`src/hw/tdc_pkg.sv`:
```
// constants, register map and mode types of the drum and capstan servo
package tdc_pkg;
  localparam int unsigned CLK_HZ        = 50_000_000;
  localparam int unsigned FRAME_HZ      = 30;
  localparam int unsigned CNT_W         = 24;
  // drum tach pulses per head turn (not fixed by the mechanism, adjust per drum)
  localparam int unsigned DRUM_TACH_PER_TURN = 5;
  localparam int unsigned CAP_TACH_PER_REV   = 360;
  // capstan rotation rate in millihertz per speed mode
  localparam int unsigned CAP_RATE_MHZ_SP = 3000;
  localparam int unsigned CAP_RATE_MHZ_LP = 1500;
  localparam int unsigned CAP_RATE_MHZ_EP = 1000;
  localparam logic [7:0]  CAP_DIV_SP = 8'h24;
  localparam logic [7:0]  CAP_DIV_LP = 8'h12;
  localparam logic [7:0]  CAP_DIV_EP = 8'h0c;

  typedef enum logic [1:0] {
    tdc_standard_play = 2'b00,
    tdc_long_play     = 2'b01,
    tdc_extended_play = 2'b10
  } tdc_speed_t;

  localparam logic [CNT_W-1:0] FRAME_CNT = CNT_W'(CLK_HZ / FRAME_HZ);
  localparam logic [CNT_W-1:0] DRUM_SPD_REF_REC =
    CNT_W'(CLK_HZ / (FRAME_HZ * DRUM_TACH_PER_TURN));
  localparam logic [CNT_W-1:0] CAP_SPD_REF_SP =
    CNT_W'((CLK_HZ / CAP_TACH_PER_REV) * 1000 / CAP_RATE_MHZ_SP);
  localparam logic [CNT_W-1:0] CAP_SPD_REF_LP =
    CNT_W'((CLK_HZ / CAP_TACH_PER_REV) * 1000 / CAP_RATE_MHZ_LP);
  localparam logic [CNT_W-1:0] CAP_SPD_REF_EP =
    CNT_W'((CLK_HZ / CAP_TACH_PER_REV) * 1000 / CAP_RATE_MHZ_EP);
  // line-rate correction offsets in playback, counts per speed mode
  localparam logic [CNT_W-1:0] FH_ADJ_SP = 24'h000000;
  localparam logic [CNT_W-1:0] FH_ADJ_LP = 24'h000010;
  localparam logic [CNT_W-1:0] FH_ADJ_EP = 24'h000020;
  localparam logic [CNT_W-1:0] DRUM_PH_REF_REC = CNT_W'(CLK_HZ / (FRAME_HZ * 4));
  localparam logic [CNT_W-1:0] CAP_PH_REF_REC  = CNT_W'(CLK_HZ / (FRAME_HZ * 2));

  localparam int unsigned CTL_PULSE_NS  = 50_000;
  localparam logic [15:0] CTL_PULSE_CYC = 16'(CTL_PULSE_NS * (CLK_HZ / 1_000_000) / 1000);

  localparam int unsigned LVL_W      = 10;
  localparam logic [LVL_W-1:0] LVL_RESET = 10'h200;
  localparam int unsigned STEP_SHIFT = 4;
  localparam int signed   STEP_MAX   = 8;

  localparam logic [7:0] REG_CTRL      = 8'h00;
  localparam logic [7:0] REG_DRUM_LVL  = 8'h04;
  localparam logic [7:0] REG_CAP_LVL   = 8'h08;
  localparam logic [7:0] REG_DRUM_PER  = 8'h0c;
  localparam logic [7:0] REG_CAP_PER   = 8'h10;
  localparam int unsigned CTRL_REC_BIT = 0;
  localparam int unsigned CTRL_SPD_LSB = 1;
  localparam logic [2:0]  CTRL_RESET   = 3'h0;
  localparam logic [1:0]  RESP_OKAY    = 2'h0;
  localparam logic [1:0]  RESP_SLVERR  = 2'h2;
endpackage

```
`src/hw/tdc_servo.sv`:
```
// drum and capstan speed/phase servo with axi4-lite control
//
// Contract
// - drum speed error is each measured tach period against a reference count.
// - in record the drum speed reference is one fixed count for every speed mode.
// - in record drum phase is the turn pulse timing against halved line sync.
// - speed and phase error of a motor are summed and steer its drive toward zero error.
// - capstan speed error is its tach period against a count chosen by speed mode.
// - in record divided capstan tach is timed against a counted frame with a fixed reference.
// - the capstan tach divider is 36, 18 or 12 for standard, long and extended play.
// - capstan references assume 360 tach pulses per turn at 3, 1.5 or 1 Hz.
// - in record control pulses are emitted on the halved line sync event.
// - in playback the drum speed reference follows the tape speed mode.
// - in playback drum phase is the turn pulse period against a speed-dependent count.
// - in playback control pulses are inputs timed against a speed-dependent reference.
`timescale 1ns/1ps
module tdc_servo #(
  parameter int unsigned CW = tdc_pkg::CNT_W,
  parameter int unsigned LW = tdc_pkg::LVL_W
) (
  input  wire logic          clk,
  input  wire logic          rst_b,
  input  wire logic [7:0]    s_axi_awaddr,
  input  wire logic          s_axi_awvalid,
  output logic               s_axi_awready,
  input  wire logic [31:0]   s_axi_wdata,
  input  wire logic [3:0]    s_axi_wstrb,
  input  wire logic          s_axi_wvalid,
  output logic               s_axi_wready,
  output logic [1:0]         s_axi_bresp,
  output logic               s_axi_bvalid,
  input  wire logic          s_axi_bready,
  input  wire logic [7:0]    s_axi_araddr,
  input  wire logic          s_axi_arvalid,
  output logic               s_axi_arready,
  output logic [31:0]        s_axi_rdata,
  output logic [1:0]         s_axi_rresp,
  output logic               s_axi_rvalid,
  input  wire logic          s_axi_rready,
  input  wire logic          drum_tach_pulse,
  input  wire logic          drum_turn_pulse,
  input  wire logic          capstan_tach_pulse,
  input  wire logic          line_sync,
  input  wire logic          control_pulse_i,
  output logic               control_pulse_o,
  output logic               control_pulse_oe,
  output logic               drum_drive_level,
  output logic               capstan_drive_level
);
  ////////////////////////////////////////////////////////////////////////////
  // pin synchronisers: three stages, edge when stage two is high while stage three is still low
  logic [4:0] pin_raw;
  logic [4:0] s1_q, s2_q, s3_q;
  logic [4:0] rise;
  assign pin_raw = {control_pulse_i, line_sync, capstan_tach_pulse,
                    drum_turn_pulse, drum_tach_pulse};
  always_ff @(posedge clk or negedge rst_b) begin
    if (!rst_b) begin
      s1_q <= 5'h00;
      s2_q <= 5'h00;
      s3_q <= 5'h00;
    end else begin
      s1_q <= pin_raw;
      s2_q <= s1_q;
      s3_q <= s2_q;
    end
  end
  assign rise = s2_q & ~s3_q;

  ////////////////////////////////////////////////////////////////////////////
  // mode control
  logic              rec_q;
  tdc_pkg::tdc_speed_t spd_q;
  logic              ctrl_wr;
  logic [31:0]       wdata_q;
  always_ff @(posedge clk or negedge rst_b) begin
    if (!rst_b) begin
      rec_q <= tdc_pkg::CTRL_RESET[tdc_pkg::CTRL_REC_BIT];
      spd_q <= tdc_pkg::tdc_speed_t'(tdc_pkg::CTRL_RESET[2:1]);
    end else if (ctrl_wr) begin
      rec_q <= wdata_q[tdc_pkg::CTRL_REC_BIT];
      // the unused code 2'b11 is refused, the old mode stays
      if (wdata_q[tdc_pkg::CTRL_SPD_LSB +: 2] != 2'b11)
        spd_q <= tdc_pkg::tdc_speed_t'(wdata_q[tdc_pkg::CTRL_SPD_LSB +: 2]);
    end
  end

  // reference selection
  logic [CW-1:0] fh_adj, drum_spd_ref, cap_spd_ref, cap_ph_ref;
  logic [7:0]    cap_div;
  always_comb begin
    case (spd_q)
      tdc_pkg::tdc_long_play: begin
        fh_adj      = tdc_pkg::FH_ADJ_LP;
        cap_spd_ref = tdc_pkg::CAP_SPD_REF_LP;
        cap_div     = tdc_pkg::CAP_DIV_LP;
      end
      tdc_pkg::tdc_extended_play: begin
        fh_adj      = tdc_pkg::FH_ADJ_EP;
        cap_spd_ref = tdc_pkg::CAP_SPD_REF_EP;
        cap_div     = tdc_pkg::CAP_DIV_EP;
      end
      default: begin
        fh_adj      = tdc_pkg::FH_ADJ_SP;
        cap_spd_ref = tdc_pkg::CAP_SPD_REF_SP;
        cap_div     = tdc_pkg::CAP_DIV_SP;
      end
    endcase
    drum_spd_ref = rec_q ? tdc_pkg::DRUM_SPD_REF_REC
                         : tdc_pkg::DRUM_SPD_REF_REC + fh_adj;
    cap_ph_ref   = rec_q ? tdc_pkg::CAP_PH_REF_REC
                         : tdc_pkg::CAP_PH_REF_REC + fh_adj;
  end

  ////////////////////////////////////////////////////////////////////////////
  // frame event from halved line sync, theoretical frame timer
  logic          half_q, frame_evt;
  logic [CW-1:0] frame_tmr_q;
  always_ff @(posedge clk or negedge rst_b) begin
    if (!rst_b) half_q <= 1'b0;
    else if (rise[3]) half_q <= ~half_q;
  end
  assign frame_evt = rise[3] & half_q;
  always_ff @(posedge clk or negedge rst_b) begin
    if (!rst_b) frame_tmr_q <= '0;
    else if (frame_tmr_q == tdc_pkg::FRAME_CNT - 1'b1) frame_tmr_q <= '0;
    else frame_tmr_q <= frame_tmr_q + 1'b1;
  end

  ////////////////////////////////////////////////////////////////////////////
  // period counters, saturating so a stalled motor reads as very slow
  logic [CW-1:0] dt_cnt_q, dp_cnt_q, ct_cnt_q, ph_cnt_q;
  always_ff @(posedge clk or negedge rst_b) begin
    if (!rst_b) begin
      dt_cnt_q <= '0;
      dp_cnt_q <= '0;
      ct_cnt_q <= '0;
      ph_cnt_q <= '0;
    end else begin
      dt_cnt_q <= rise[0] ? CW'(1) : dt_cnt_q + CW'(~&dt_cnt_q); // n clocks read as n
      dp_cnt_q <= rise[1] ? CW'(1) : dp_cnt_q + CW'(~&dp_cnt_q);
      ct_cnt_q <= rise[2] ? CW'(1) : ct_cnt_q + CW'(~&ct_cnt_q);
      ph_cnt_q <= frame_evt ? CW'(1) : ph_cnt_q + CW'(~&ph_cnt_q);
    end
  end

  // capstan tach divided to frame rate
  logic [7:0] div_q;
  logic       cap_frame;
  assign cap_frame = rise[2] && (div_q >= cap_div - 8'h01);
  always_ff @(posedge clk or negedge rst_b) begin
    if (!rst_b) div_q <= 8'h00;
    else if (cap_frame) div_q <= 8'h00;
    else if (rise[2]) div_q <= div_q + 8'h01;
  end

  ////////////////////////////////////////////////////////////////////////////
  // error capture
  logic signed [CW:0] d_spd_q, d_ph_q, c_spd_q, c_ph_q;
  logic               d_done_q, c_done_q;
  logic [CW-1:0]      d_per_q, c_per_q;
  logic               d_ph_evt, c_ph_evt;
  logic [CW-1:0]      d_ph_meas, d_ph_ref;

  function automatic logic signed [CW:0] diff(input logic [CW-1:0] a,
                                             input logic [CW-1:0] b);
    diff = $signed({1'b0, a}) - $signed({1'b0, b});
  endfunction
  assign d_ph_evt  = rise[1];
  assign d_ph_meas = rec_q ? ph_cnt_q : dp_cnt_q;
  assign d_ph_ref  = rec_q ? tdc_pkg::DRUM_PH_REF_REC
                           : tdc_pkg::FRAME_CNT + fh_adj;
  assign c_ph_evt  = rec_q ? cap_frame : rise[4];

  always_ff @(posedge clk or negedge rst_b) begin
    if (!rst_b) begin
      d_spd_q  <= '0;
      d_ph_q   <= '0;
      d_per_q  <= '0;
      d_done_q <= 1'b0;
    end else begin
      d_done_q <= rise[0] | d_ph_evt;
      if (rise[0]) begin
        d_per_q <= dt_cnt_q;
        d_spd_q <= diff(dt_cnt_q, drum_spd_ref);
      end
      if (d_ph_evt) d_ph_q <= diff(d_ph_meas, d_ph_ref);
    end
  end

  always_ff @(posedge clk or negedge rst_b) begin
    if (!rst_b) begin
      c_spd_q  <= '0;
      c_ph_q   <= '0;
      c_per_q  <= '0;
      c_done_q <= 1'b0;
    end else begin
      c_done_q <= rise[2] | c_ph_evt;
      if (rise[2]) begin
        c_per_q <= ct_cnt_q;
        c_spd_q <= diff(ct_cnt_q, cap_spd_ref);
      end
      if (c_ph_evt) c_ph_q <= diff(frame_tmr_q, cap_ph_ref);
    end
  end

  ////////////////////////////////////////////////////////////////////////////
  // mix: step limited so one bad pulse cannot slam the motor
  function automatic logic [LW-1:0] mix(input logic [LW-1:0] lvl,
                                        input logic signed [CW:0] spd,
                                        input logic signed [CW:0] ph);
    logic signed [CW+1:0] sum;
    logic signed [CW+1:0] st;
    logic signed [CW+1:0] nx;
    sum = (CW+2)'(spd) + (CW+2)'(ph);
    st  = sum >>> tdc_pkg::STEP_SHIFT;
    if (st > (CW+2)'(tdc_pkg::STEP_MAX)) st = (CW+2)'(tdc_pkg::STEP_MAX);
    if (st < -(CW+2)'(tdc_pkg::STEP_MAX)) st = -(CW+2)'(tdc_pkg::STEP_MAX);
    nx = $signed({{(CW+2-LW){1'b0}}, lvl}) + st;
    if (nx < 0) mix = '0;
    else if (nx > $signed((CW+2)'({LW{1'b1}}))) mix = {LW{1'b1}};
    else mix = nx[LW-1:0];
  endfunction

  logic [LW-1:0] d_lvl_q, c_lvl_q, pwm_q;
  always_ff @(posedge clk or negedge rst_b) begin
    if (!rst_b) begin
      d_lvl_q <= tdc_pkg::LVL_RESET;
      c_lvl_q <= tdc_pkg::LVL_RESET;
    end else begin
      if (d_done_q) d_lvl_q <= mix(d_lvl_q, d_spd_q, d_ph_q);
      if (c_done_q) c_lvl_q <= mix(c_lvl_q, c_spd_q, c_ph_q);
    end
  end

  always_ff @(posedge clk or negedge rst_b) begin
    if (!rst_b) begin
      pwm_q               <= '0;
      drum_drive_level    <= 1'b0;
      capstan_drive_level <= 1'b0;
    end else begin
      pwm_q               <= pwm_q + 1'b1;
      drum_drive_level    <= pwm_q < d_lvl_q;
      capstan_drive_level <= pwm_q < c_lvl_q;
    end
  end

  ////////////////////////////////////////////////////////////////////////////
  // control pulse: driven in record, released in playback
  logic [15:0] ctl_cnt_q;
  always_ff @(posedge clk or negedge rst_b) begin
    if (!rst_b) begin
      ctl_cnt_q        <= 16'h0000;
      control_pulse_o  <= 1'b0;
      control_pulse_oe <= 1'b0;
    end else begin
      control_pulse_oe <= rec_q;
      if (rec_q && frame_evt) ctl_cnt_q <= tdc_pkg::CTL_PULSE_CYC;
      else if (ctl_cnt_q != 16'h0000) ctl_cnt_q <= ctl_cnt_q - 16'h0001;
      control_pulse_o <= rec_q && (ctl_cnt_q != 16'h0000);
    end
  end

  ////////////////////////////////////////////////////////////////////////////
  // axi4-lite slave, address and data taken in either order
  logic       aw_have_q, w_have_q, w_strb0_q;
  logic [7:0] awaddr_q;
  assign ctrl_wr = aw_have_q && w_have_q && !s_axi_bvalid &&
                   awaddr_q == tdc_pkg::REG_CTRL && w_strb0_q;

  always_ff @(posedge clk or negedge rst_b) begin
    if (!rst_b) begin
      aw_have_q     <= 1'b0;
      w_have_q      <= 1'b0;
      awaddr_q      <= 8'h00;
      wdata_q       <= 32'h00000000;
      w_strb0_q     <= 1'b0;
      s_axi_awready <= 1'b1;
      s_axi_wready  <= 1'b1;
      s_axi_bvalid  <= 1'b0;
      s_axi_bresp   <= tdc_pkg::RESP_OKAY;
    end else begin
      if (s_axi_awvalid && s_axi_awready) begin
        aw_have_q     <= 1'b1;
        awaddr_q      <= s_axi_awaddr;
        s_axi_awready <= 1'b0;
      end
      if (s_axi_wvalid && s_axi_wready) begin
        w_have_q     <= 1'b1;
        wdata_q      <= s_axi_wdata;
        w_strb0_q    <= s_axi_wstrb[0];
        s_axi_wready <= 1'b0;
      end
      if (aw_have_q && w_have_q && !s_axi_bvalid) begin
        aw_have_q    <= 1'b0;
        w_have_q     <= 1'b0;
        s_axi_bvalid <= 1'b1;
        // level and period registers are read-only, writes there are ignored
        s_axi_bresp  <= (awaddr_q <= tdc_pkg::REG_CAP_PER && awaddr_q[1:0] == 2'b00)
                        ? tdc_pkg::RESP_OKAY : tdc_pkg::RESP_SLVERR;
      end
      if (s_axi_bvalid && s_axi_bready) begin
        s_axi_bvalid  <= 1'b0;
        s_axi_awready <= 1'b1;
        s_axi_wready  <= 1'b1;
      end
    end
  end

  always_ff @(posedge clk or negedge rst_b) begin
    if (!rst_b) begin
      s_axi_arready <= 1'b1;
      s_axi_rvalid  <= 1'b0;
      s_axi_rdata   <= 32'h00000000;
      s_axi_rresp   <= tdc_pkg::RESP_OKAY;
    end else if (s_axi_arvalid && s_axi_arready) begin
      s_axi_arready <= 1'b0;
      s_axi_rvalid  <= 1'b1;
      s_axi_rresp   <= tdc_pkg::RESP_OKAY;
      case (s_axi_araddr)
        tdc_pkg::REG_CTRL:     s_axi_rdata <= {29'h0, spd_q, rec_q};
        tdc_pkg::REG_DRUM_LVL: s_axi_rdata <= 32'(d_lvl_q);
        tdc_pkg::REG_CAP_LVL:  s_axi_rdata <= 32'(c_lvl_q);
        tdc_pkg::REG_DRUM_PER: s_axi_rdata <= 32'(d_per_q);
        tdc_pkg::REG_CAP_PER:  s_axi_rdata <= 32'(c_per_q);
        default: begin
          s_axi_rdata <= 32'h00000000;
          s_axi_rresp <= tdc_pkg::RESP_SLVERR;
        end
      endcase
    end else if (s_axi_rvalid && s_axi_rready) begin
      s_axi_rvalid  <= 1'b0;
      s_axi_arready <= 1'b1;
    end
  end
endmodule // tdc_servo

```
`config.mk`:
```
export PLATFORM = sky130hd
export DESIGN_NAME = tdc_servo
export DESIGN_NICKNAME = d
export VERILOG_FILES = /design/src/hw/tdc_pkg.sv /design/src/hw/tdc_servo.sv
export SDC_FILE = /design/constraint.sdc
export NUM_CORES = 1
export LEC_CHECK = 0
export ABC_AREA = 1
export BUFFER_PORTS_ARGS = -buffer_cell sky130_fd_sc_hd__buf_4
export CAP_MARGIN = 15
export CORE_MARGIN = 10
export CORE_UTILIZATION = 57
export DETAILED_ROUTE_END_ITERATION = 10
export HOLD_SLACK_MARGIN = 0.02
export PLACE_DENSITY = 0.83
export SYNTH_ARGS = -nofsm -noshare
export SYNTH_HDL_FRONTEND = slang
export SYNTH_SLANG_ARGS = --single-unit
export TNS_END_PERCENT = 20
```
`constraint.sdc`:
```
create_clock -name clk -period 5.7 [get_ports clk]
set_clock_uncertainty 0.05 [all_clocks]
set_input_delay 1.14 -clock clk [delete_from_list [all_inputs] [get_ports clk]]
set_output_delay 1.14 -clock clk [all_outputs]
set_load 0.01 [all_outputs]
```
== Yosys cells after proc, flatten, opt, wreduce, memory -nomap -nowiden ==
Index checks and enable logic that the tools add are counted.

* Add/sub/neg operators: 20
* $mul: 0
* Divide/modulo/power cells: 0
* $lt $le $gt $ge: 12
* Equal/unequal tests: 8
* Shift operators: 0
* Mux-type cells: 46
* Bitwise operators: 6
* Reductions and logical operators: 36

{| class="wikitable"
|+ Operator list
! cell !! number
|-
| 2-to-1 mux 24 bit || 9
|-
| 2-to-1 mux 26 bit || 8
|-
| one-hot mux 24 bit (5 select lines) || 1
|-
| subtractor 24 x 24 -> 25 bit || 4
|-
| adder 24 x 1 -> 24 bit || 4
|-
| AND reduction 24 bit || 4
|-
| adder 11 x 26 -> 26 bit || 2
|-
| adder 25 x 25 -> 26 bit || 2
|-
| greater-than comparator 26 x 11 -> 1 bit (second input constant) || 2
|-
| < comparator 26 x 1 -> 1 bit (second input constant) || 2
|-
| < comparator 26 x 4 -> 1 bit (second input constant) || 2
|-
| greater-than comparator 22 x 5 -> 1 bit (second input constant) || 2
|-
| 2-to-1 mux 10 bit || 4
|-
| one-hot mux 18 bit (2 select lines) || 1
|-
| 2-to-1 mux 16 bit || 2
|-
| adder 19 x 24 -> 24 bit (first input constant) || 1
|-
| adder 20 x 24 -> 24 bit (first input constant) || 1
|-
| adder 21 x 24 -> 24 bit (first input constant) || 1
|-
| adder 24 x 1 -> 24 bit (second input constant) || 1
|-
| equality test 24 x 21 -> 1 bit (second input constant) || 1
|-
| one-hot mux 6 bit (2 select lines) || 2
|-
| < comparator 10 bit || 2
|-
| equality test 8 x 4 -> 1 bit (second input constant) || 2
|-
| zero test 8 bit || 2
|-
| 26 further kinds || 66
|}

* Register bits: 402
* Bits in latches: 0
* Memory bits (writable): 0
* Memory bits (read-only): 0
* Word-level logic and storage cells: 169
* Memories: 0

== Depth between registers and ports, before layout ==
* Depth in word-level cells: 11
* Gate-level depth with buffers: 51
* Gate-level depth less buffers: 50

== Worst setup path before layout ==
Ideal clock, no wire load.

* Kind: register to register
* Start point: register c_spd_q[9]
* End point: register c_lvl_q[2]
* Arrival time: 5,781 ps
* Path slack: -247 ps
* Cell stages (with the launch flop): 43
* Buffers on the path: 1
* Clock period less this slack: 5,947 ps
* Path through: dfrtp_1 > ha_1 > nand2_1 > inv_2 > nand2_1 > inv_1 > a21oi_2 > nand2_1 > nand2_1 > nand2_1 > xor2_2 > inv_1 > nand2_1 > nor2_1 > nand2_1 > nand2_2 > buf_6 > nand3_1 > [... 7 more ...] > nand2_1 > a21oi_1 > o21ai_0 > a21oi_1 > o21bai_1 > a21oi_1 > o21ai_0 > nand3_1 > nor2_4 > nand2_1 > nand2_1 > nand2_1 > nor2_2 > nand2_2 > o21ai_4 > nand2_1 > nand2_1 > nand2_1

* Longest elaborated chain between the ends: 11

{| class="wikitable"
|+ RTL lines
! item !! line !! RTL
|-
| from (decl) || tdc_servo.sv:159 || <nowiki>logic signed [CW:0] d_spd_q, d_ph_q, c_spd_q, c_ph_q;</nowiki>
|-
| from (signal assigned) || tdc_servo.sv:201 || <nowiki>c_spd_q <= diff(ct_cnt_q, cap_spd_ref);</nowiki>
|-
| adder 25 x 25 -> 26 bit * || tdc_servo.sv:215 || <nowiki>sum = (CW+2)'(spd) + (CW+2)'(ph);</nowiki>
|-
| greater-than comparator 22 x 5 -> 1 bit || tdc_servo.sv:217 || <nowiki>if (st > (CW+2)'(tdc_pkg::STEP_MAX)) st = (CW+2)'(tdc_pkg::STEP_MAX);</nowiki>
|-
| 2-to-1 mux 26 bit * || tdc_servo.sv:217 ||
|-
| 2-to-1 mux 26 bit * || tdc_servo.sv:232 || <nowiki>if (c_done_q) c_lvl_q <= mix(c_lvl_q, c_spd_q, c_ph_q);</nowiki>
|-
| < comparator 26 x 4 -> 1 bit || tdc_servo.sv:218 || <nowiki>if (st < -(CW+2)'(tdc_pkg::STEP_MAX)) st = -(CW+2)'(tdc_pkg::STEP_MAX);</nowiki>
|-
| 2-to-1 mux 26 bit * || tdc_servo.sv:218 ||
|-
| 2-to-1 mux 26 bit * || tdc_servo.sv:232 ||
|-
| adder 11 x 26 -> 26 bit * || tdc_servo.sv:219 || <nowiki>nx = $signed({{(CW+2-LW){1'b0}}, lvl}) + st;</nowiki>
|-
| greater-than comparator 26 x 11 -> 1 bit || tdc_servo.sv:221 || <nowiki>else if (nx > $signed((CW+2)'({LW{1'b1}}))) mix = {LW{1'b1}};</nowiki>
|-
| 2-to-1 mux 10 bit || tdc_servo.sv:221 ||
|-
| 2-to-1 mux 10 bit * || tdc_servo.sv:220 || <nowiki>if (nx < 0) mix = '0;</nowiki>
|-
| to (signal assigned) || tdc_servo.sv:229 || <nowiki>c_lvl_q <= tdc_pkg::LVL_RESET;</nowiki>
|-
| to (signal assigned) || tdc_servo.sv:232 ||
|-
| to (decl) || tdc_servo.sv:225 || <nowiki>logic [LW-1:0] d_lvl_q, c_lvl_q, pwm_q;</nowiki>
|}

Every way passes the cells marked *; elsewhere a longest branch is shown, timed or not. The select of a mux whose other input is x is not followed.
A chain may end at the register's enable or synchronous reset.

== Worst setup path in the final report ==
* Start point: register c_ph_q[7]
* End point: register c_lvl_q[2]

* Longest elaborated chain between the ends: 11

{| class="wikitable"
|+ RTL lines
! item !! line !! RTL
|-
| from (decl) || tdc_servo.sv:159 ||
|-
| from (signal assigned) || tdc_servo.sv:203 || <nowiki>if (c_ph_evt) c_ph_q <= diff(frame_tmr_q, cap_ph_ref);</nowiki>
|-
| adder 25 x 25 -> 26 bit * || tdc_servo.sv:215 ||
|-
| greater-than comparator 22 x 5 -> 1 bit || tdc_servo.sv:217 ||
|-
| 2-to-1 mux 26 bit * || tdc_servo.sv:217 ||
|-
| 2-to-1 mux 26 bit * || tdc_servo.sv:232 ||
|-
| < comparator 26 x 4 -> 1 bit || tdc_servo.sv:218 ||
|-
| 2-to-1 mux 26 bit * || tdc_servo.sv:218 ||
|-
| 2-to-1 mux 26 bit * || tdc_servo.sv:232 ||
|-
| adder 11 x 26 -> 26 bit * || tdc_servo.sv:219 ||
|-
| greater-than comparator 26 x 11 -> 1 bit || tdc_servo.sv:221 ||
|-
| 2-to-1 mux 10 bit || tdc_servo.sv:221 ||
|-
| 2-to-1 mux 10 bit * || tdc_servo.sv:220 ||
|}

Marks and branches as above.

==> out/metrics.csv <==
stage;metric;value;unit
run_status;status;finished, violations left;
run_status;failing checks;setup timing;
synth;sequential fraction of the synthesis area;0.387;
timing;endpoints failing hold;0;
synth;Post-Synthesis Cells;3504;
floorplan;# rows;76;
power_and_ir_drop;internal power;8.43;mW
clocking;CTS tree;built;
power_and_ir_drop;Net Switching;6.09;mW
placed_design;Setup WS pre-CTS;-487;ps
power_and_ir_drop;Pleak;15.2;nW
final_layout;post-route insts no fill;4411;
power_and_ir_drop;Seq pwr share;0.258;
synth;number of synthesized flops with an enable pin;0;
routing;DRC violations left;0;
synth;YS warnings;0;
power_and_ir_drop;total power draw;14.5;mW
clocking;Clock transition at path regs;60;ps
final_layout;Inserted Diodes;0;
hold_path;hold endpoint;s2_q[2]$_DFF_PN0_;
grt;vias in the first global route;22200;
critical_path;Reg2Reg Depth;44;
floorplan;Initial Utilization;0.580;
clocking;CTS Hold Bufs;0;
synth;xor and xnor area share after synthesis;0.0295;
synth;distinct cell type count after synthesis;69;
clocking;CTS H-tree lvls;2;
grt;pin count of the biggest net entering global routing;128;
critical_path;CP arrival;6430;ps
routing;ANT nets after route;0;
placed_design;IO Port Bufs;66;
critical_path;Setup crit start kind;flop;
critical_path;Crit Reg-Reg Startpoint;c_ph_q[7]$_DFFE_PN0P_;
timing;Fin Hold WS;296;ps
synth;synth top area cells;dfrtp_1 (38%), nand2_1 (14%), inv_1 (8.0%), ha_1 (6.8%), o21ai_0 (5.2%);
clocking;Worst-Skew Late Latency;560;ps
clocking;CTS root buffer;clkbuf_16;
synth;Post-Synth Adder-Cell Area;0.0705;
grt;grt ovf;0;
hold_path;Hold Crit Start;s1_q[2]$_DFF_PN0_;
power_and_ir_drop;clock power share;0.187;
timing;Final min period;6040;ps
clocking;clk buf depth;3;
timing;setup TNS;-5210;ps
floorplan;Die Ht;230;um
power_and_ir_drop;switching part of the total power;0.419;
synth;post-synth top area share;0.382;
floorplan;Die Width;230;um
timing;Setup-failing EPs final;20;
timing;Pins Over Slew Limit;0;
final_layout;share of cells above drive strength 1;0.175;
critical_path;Data required, critical path;6090;ps
final_layout;# fillers;3286;
placed_design;# placed instances;4303;
critical_path;CP dominant cell by count;nand2_1;
final_layout;fin nets;4002;
final_layout;post-synthesis to final-layout area growth;21.0;%
power_and_ir_drop;PD cells;477;nW/um^2
floorplan;die area;52900;sq um
synth;Synth Area in Compound Gates;0.135;
power_and_ir_drop;VDD IR max;0.302;mV
hold_path;Hold Crit Depth;0;
final_layout;utilization after layout;0.702;
routing;drt total wl;66400;um
routing;WL/cell;15.0;um
timing;RSZ-0062 raised after global routing;yes;
synth;syn_area_per_cell;7.18;sq um
routing;DR vias;24000;
routing;DR vias/cell;5.45;
timing;slew margin rel.;0.328;
synth;largest family of logic cells by synthesized area;simple AND/OR/NAND/NOR gates;
placed_design;GP Congestion;0.918;
final_layout;Design Area, Final;30400;sq um
critical_path;crit-path max cell delay;550;ps
routing;Starting DRT DRC Count;2298;
clocking;TritonCTS Sinks;389;
grt;initial antenna violation count;1;
synth;Yosys reg bits;389;
placed_design;Placed Instance Area;27800;sq um
grt;first-pass GRT wire length;106000;um
timing;Setup WS post-layout;-338;ps
grt;Total GRT Usage;0.237;
synth;Synth async-reset ratio;1.00;
timing;Worst Tran Pin Value;1010;ps
run;max cap viols;0;
timing;Max Clk Rate;0.166;GHz
critical_path;Worst Setup End Kind;flop;
critical_path;Reg2Reg Capture Point;c_lvl_q[2]$_DFFE_PN0P_;
synth;mux cell area share after synthesis;0.000398;
synth;Mapped Area;25200;sq um
floorplan;core area;43400;sq um
routing;First-pass DRT Iterations;6;
critical_path;Crit-path slowest cell;or4_4;
synth;post-synth top area cell;dfrtp_1;
critical_path;crit path kind;flop to flop;
hold_path;HP Class;flop to flop;
floorplan;IO Count;109;
synth;Primary FF master, synth;dfrtp_1;
critical_path;Max FO, Critical Path;8;
synth;Synth Area in Simple Gates;0.282;
power_and_ir_drop;combinational group share of total power;0.555;
timing;Tcrit/Tclk final;1.06;
critical_path;FF-to-FF setup slack;-340;ps
clocking;total CTS buffers;42;
placed_design;HPWL Detailed;47300;um
routing by layer:
metal,up-vias,wire [um],global-route usage
li1,11900,-,-
met1,11200,29600,0.328
met2,821,30100,0.374
met3,120,5040,0.0451
met4,0,1590,0.0629
met5,-,0,0
critical path: cells and delay by family, from the launching register on:
kind / cells / cell delay, ps
flip-flops: 1 / 440
AO/OA/AOI/OAI: 7 / 1050
buffers and inverters: 5 / 410
adder cells (fa/ha/maj): 3 / 1020
AND/OR/NAND/NOR: 29 / 2930
cell families after synthesis:
logic type      Yosys count
fa+ha+maj               140
compound gates          603
simple gates           1665
other cells               1
flops                   389
xor+xnor                 84
buf+inv                 621
mux                       1
cells in the mapped netlist, drive strengths merged, types with 19 or more instances:
cell type / instances
nand2: 959
inv: 543
dfrtp: 384
nor2: 350
o21ai: 272
a21oi: 197
nand3: 172
ha: 137
nor3: 80
xor2: 61
clkbuf: 55
nand4: 40
a31oi: 23
xnor2: 23
nor4: 21
nand3b: 19
placed cells by master, fill, tap and decap left out, drive strengths merged, types with 10 or more instances in the layout:
master,instances
a21oi,197
a31oi,23
buf,313
clkbuf,64
conb,10
dfrtp,384
ha,137
inv,546
nand2,959
nand3,172
nand3b,19
nand4,40
nor2,350
nor3,80
nor4,21
o211ai,16
o21ai,272
o21bai,13
o22ai,17
or2,14
xnor2,23
xor2,61
worst max path at each step:
stage | start | to
finish | c_ph_q[7]$_DFFE_PN0P_ | c_lvl_q[2]$_DFFE_PN0P_
global route | c_ph_q[4]$_DFFE_PN0P_ | c_lvl_q[2]$_DFFE_PN0P_
detailed placement | c_ph_q[4]$_DFFE_PN0P_ | c_lvl_q[3]$_DFFE_PN0P_
floorplan | c_spd_q[14]$_DFFE_PN0P_ | c_lvl_q[2]$_DFFE_PN0P_
CTS | d_spd_q[6]$_DFFE_PN0P_ | d_lvl_q[1]$_DFFE_PN0P_
global placement | c_ph_q[2]$_DFFE_PN0P_ | c_lvl_q[2]$_DFFE_PN0P_
area by class of cell:
cell class / count / area [sq um] / area share
multi-input cells: 2503 / 14100 / 0.465
well taps: 585 / 732 / 0.0240
repair buffers: 313 / 2390 / 0.0785
flip-flops and latches: 389 / 9750 / 0.320
inverters: 549 / 2060 / 0.0678
clock buffers: 64 / 1260 / 0.0415
clock inverters: 8 / 101 / 0.00333
registers in the layout (all words and copies together), names as in the netlist, 24 cells and up:
register	cells
ct_cnt_q	24
d_ph_q	25
dp_cnt_q	24
dt_cnt_q	24
ph_cnt_q	24
c_spd_q	25
frame_tmr_q	24
d_per_q	24
s_axi_rdata	24
d_spd_q	25
c_ph_q	25
power by group through the flow:
stage               combinational (mW)  sequential (mW)  clock [mW]
global placement                  6.81             3.70           0
finish                            8.06             3.74        2.71
floorplan                         4.68             3.57           0
global route                      9.00             3.79        2.87
CTS                               7.34             3.71        2.75
detailed placement                6.97             3.72           0
timing repair:
item,CTS,global route
gates resized for setup,83,136
endpoints found under the setup margin,20,20
pin swaps,40,99
buffers inserted,16,20
(Power assumes the default switching activity.)
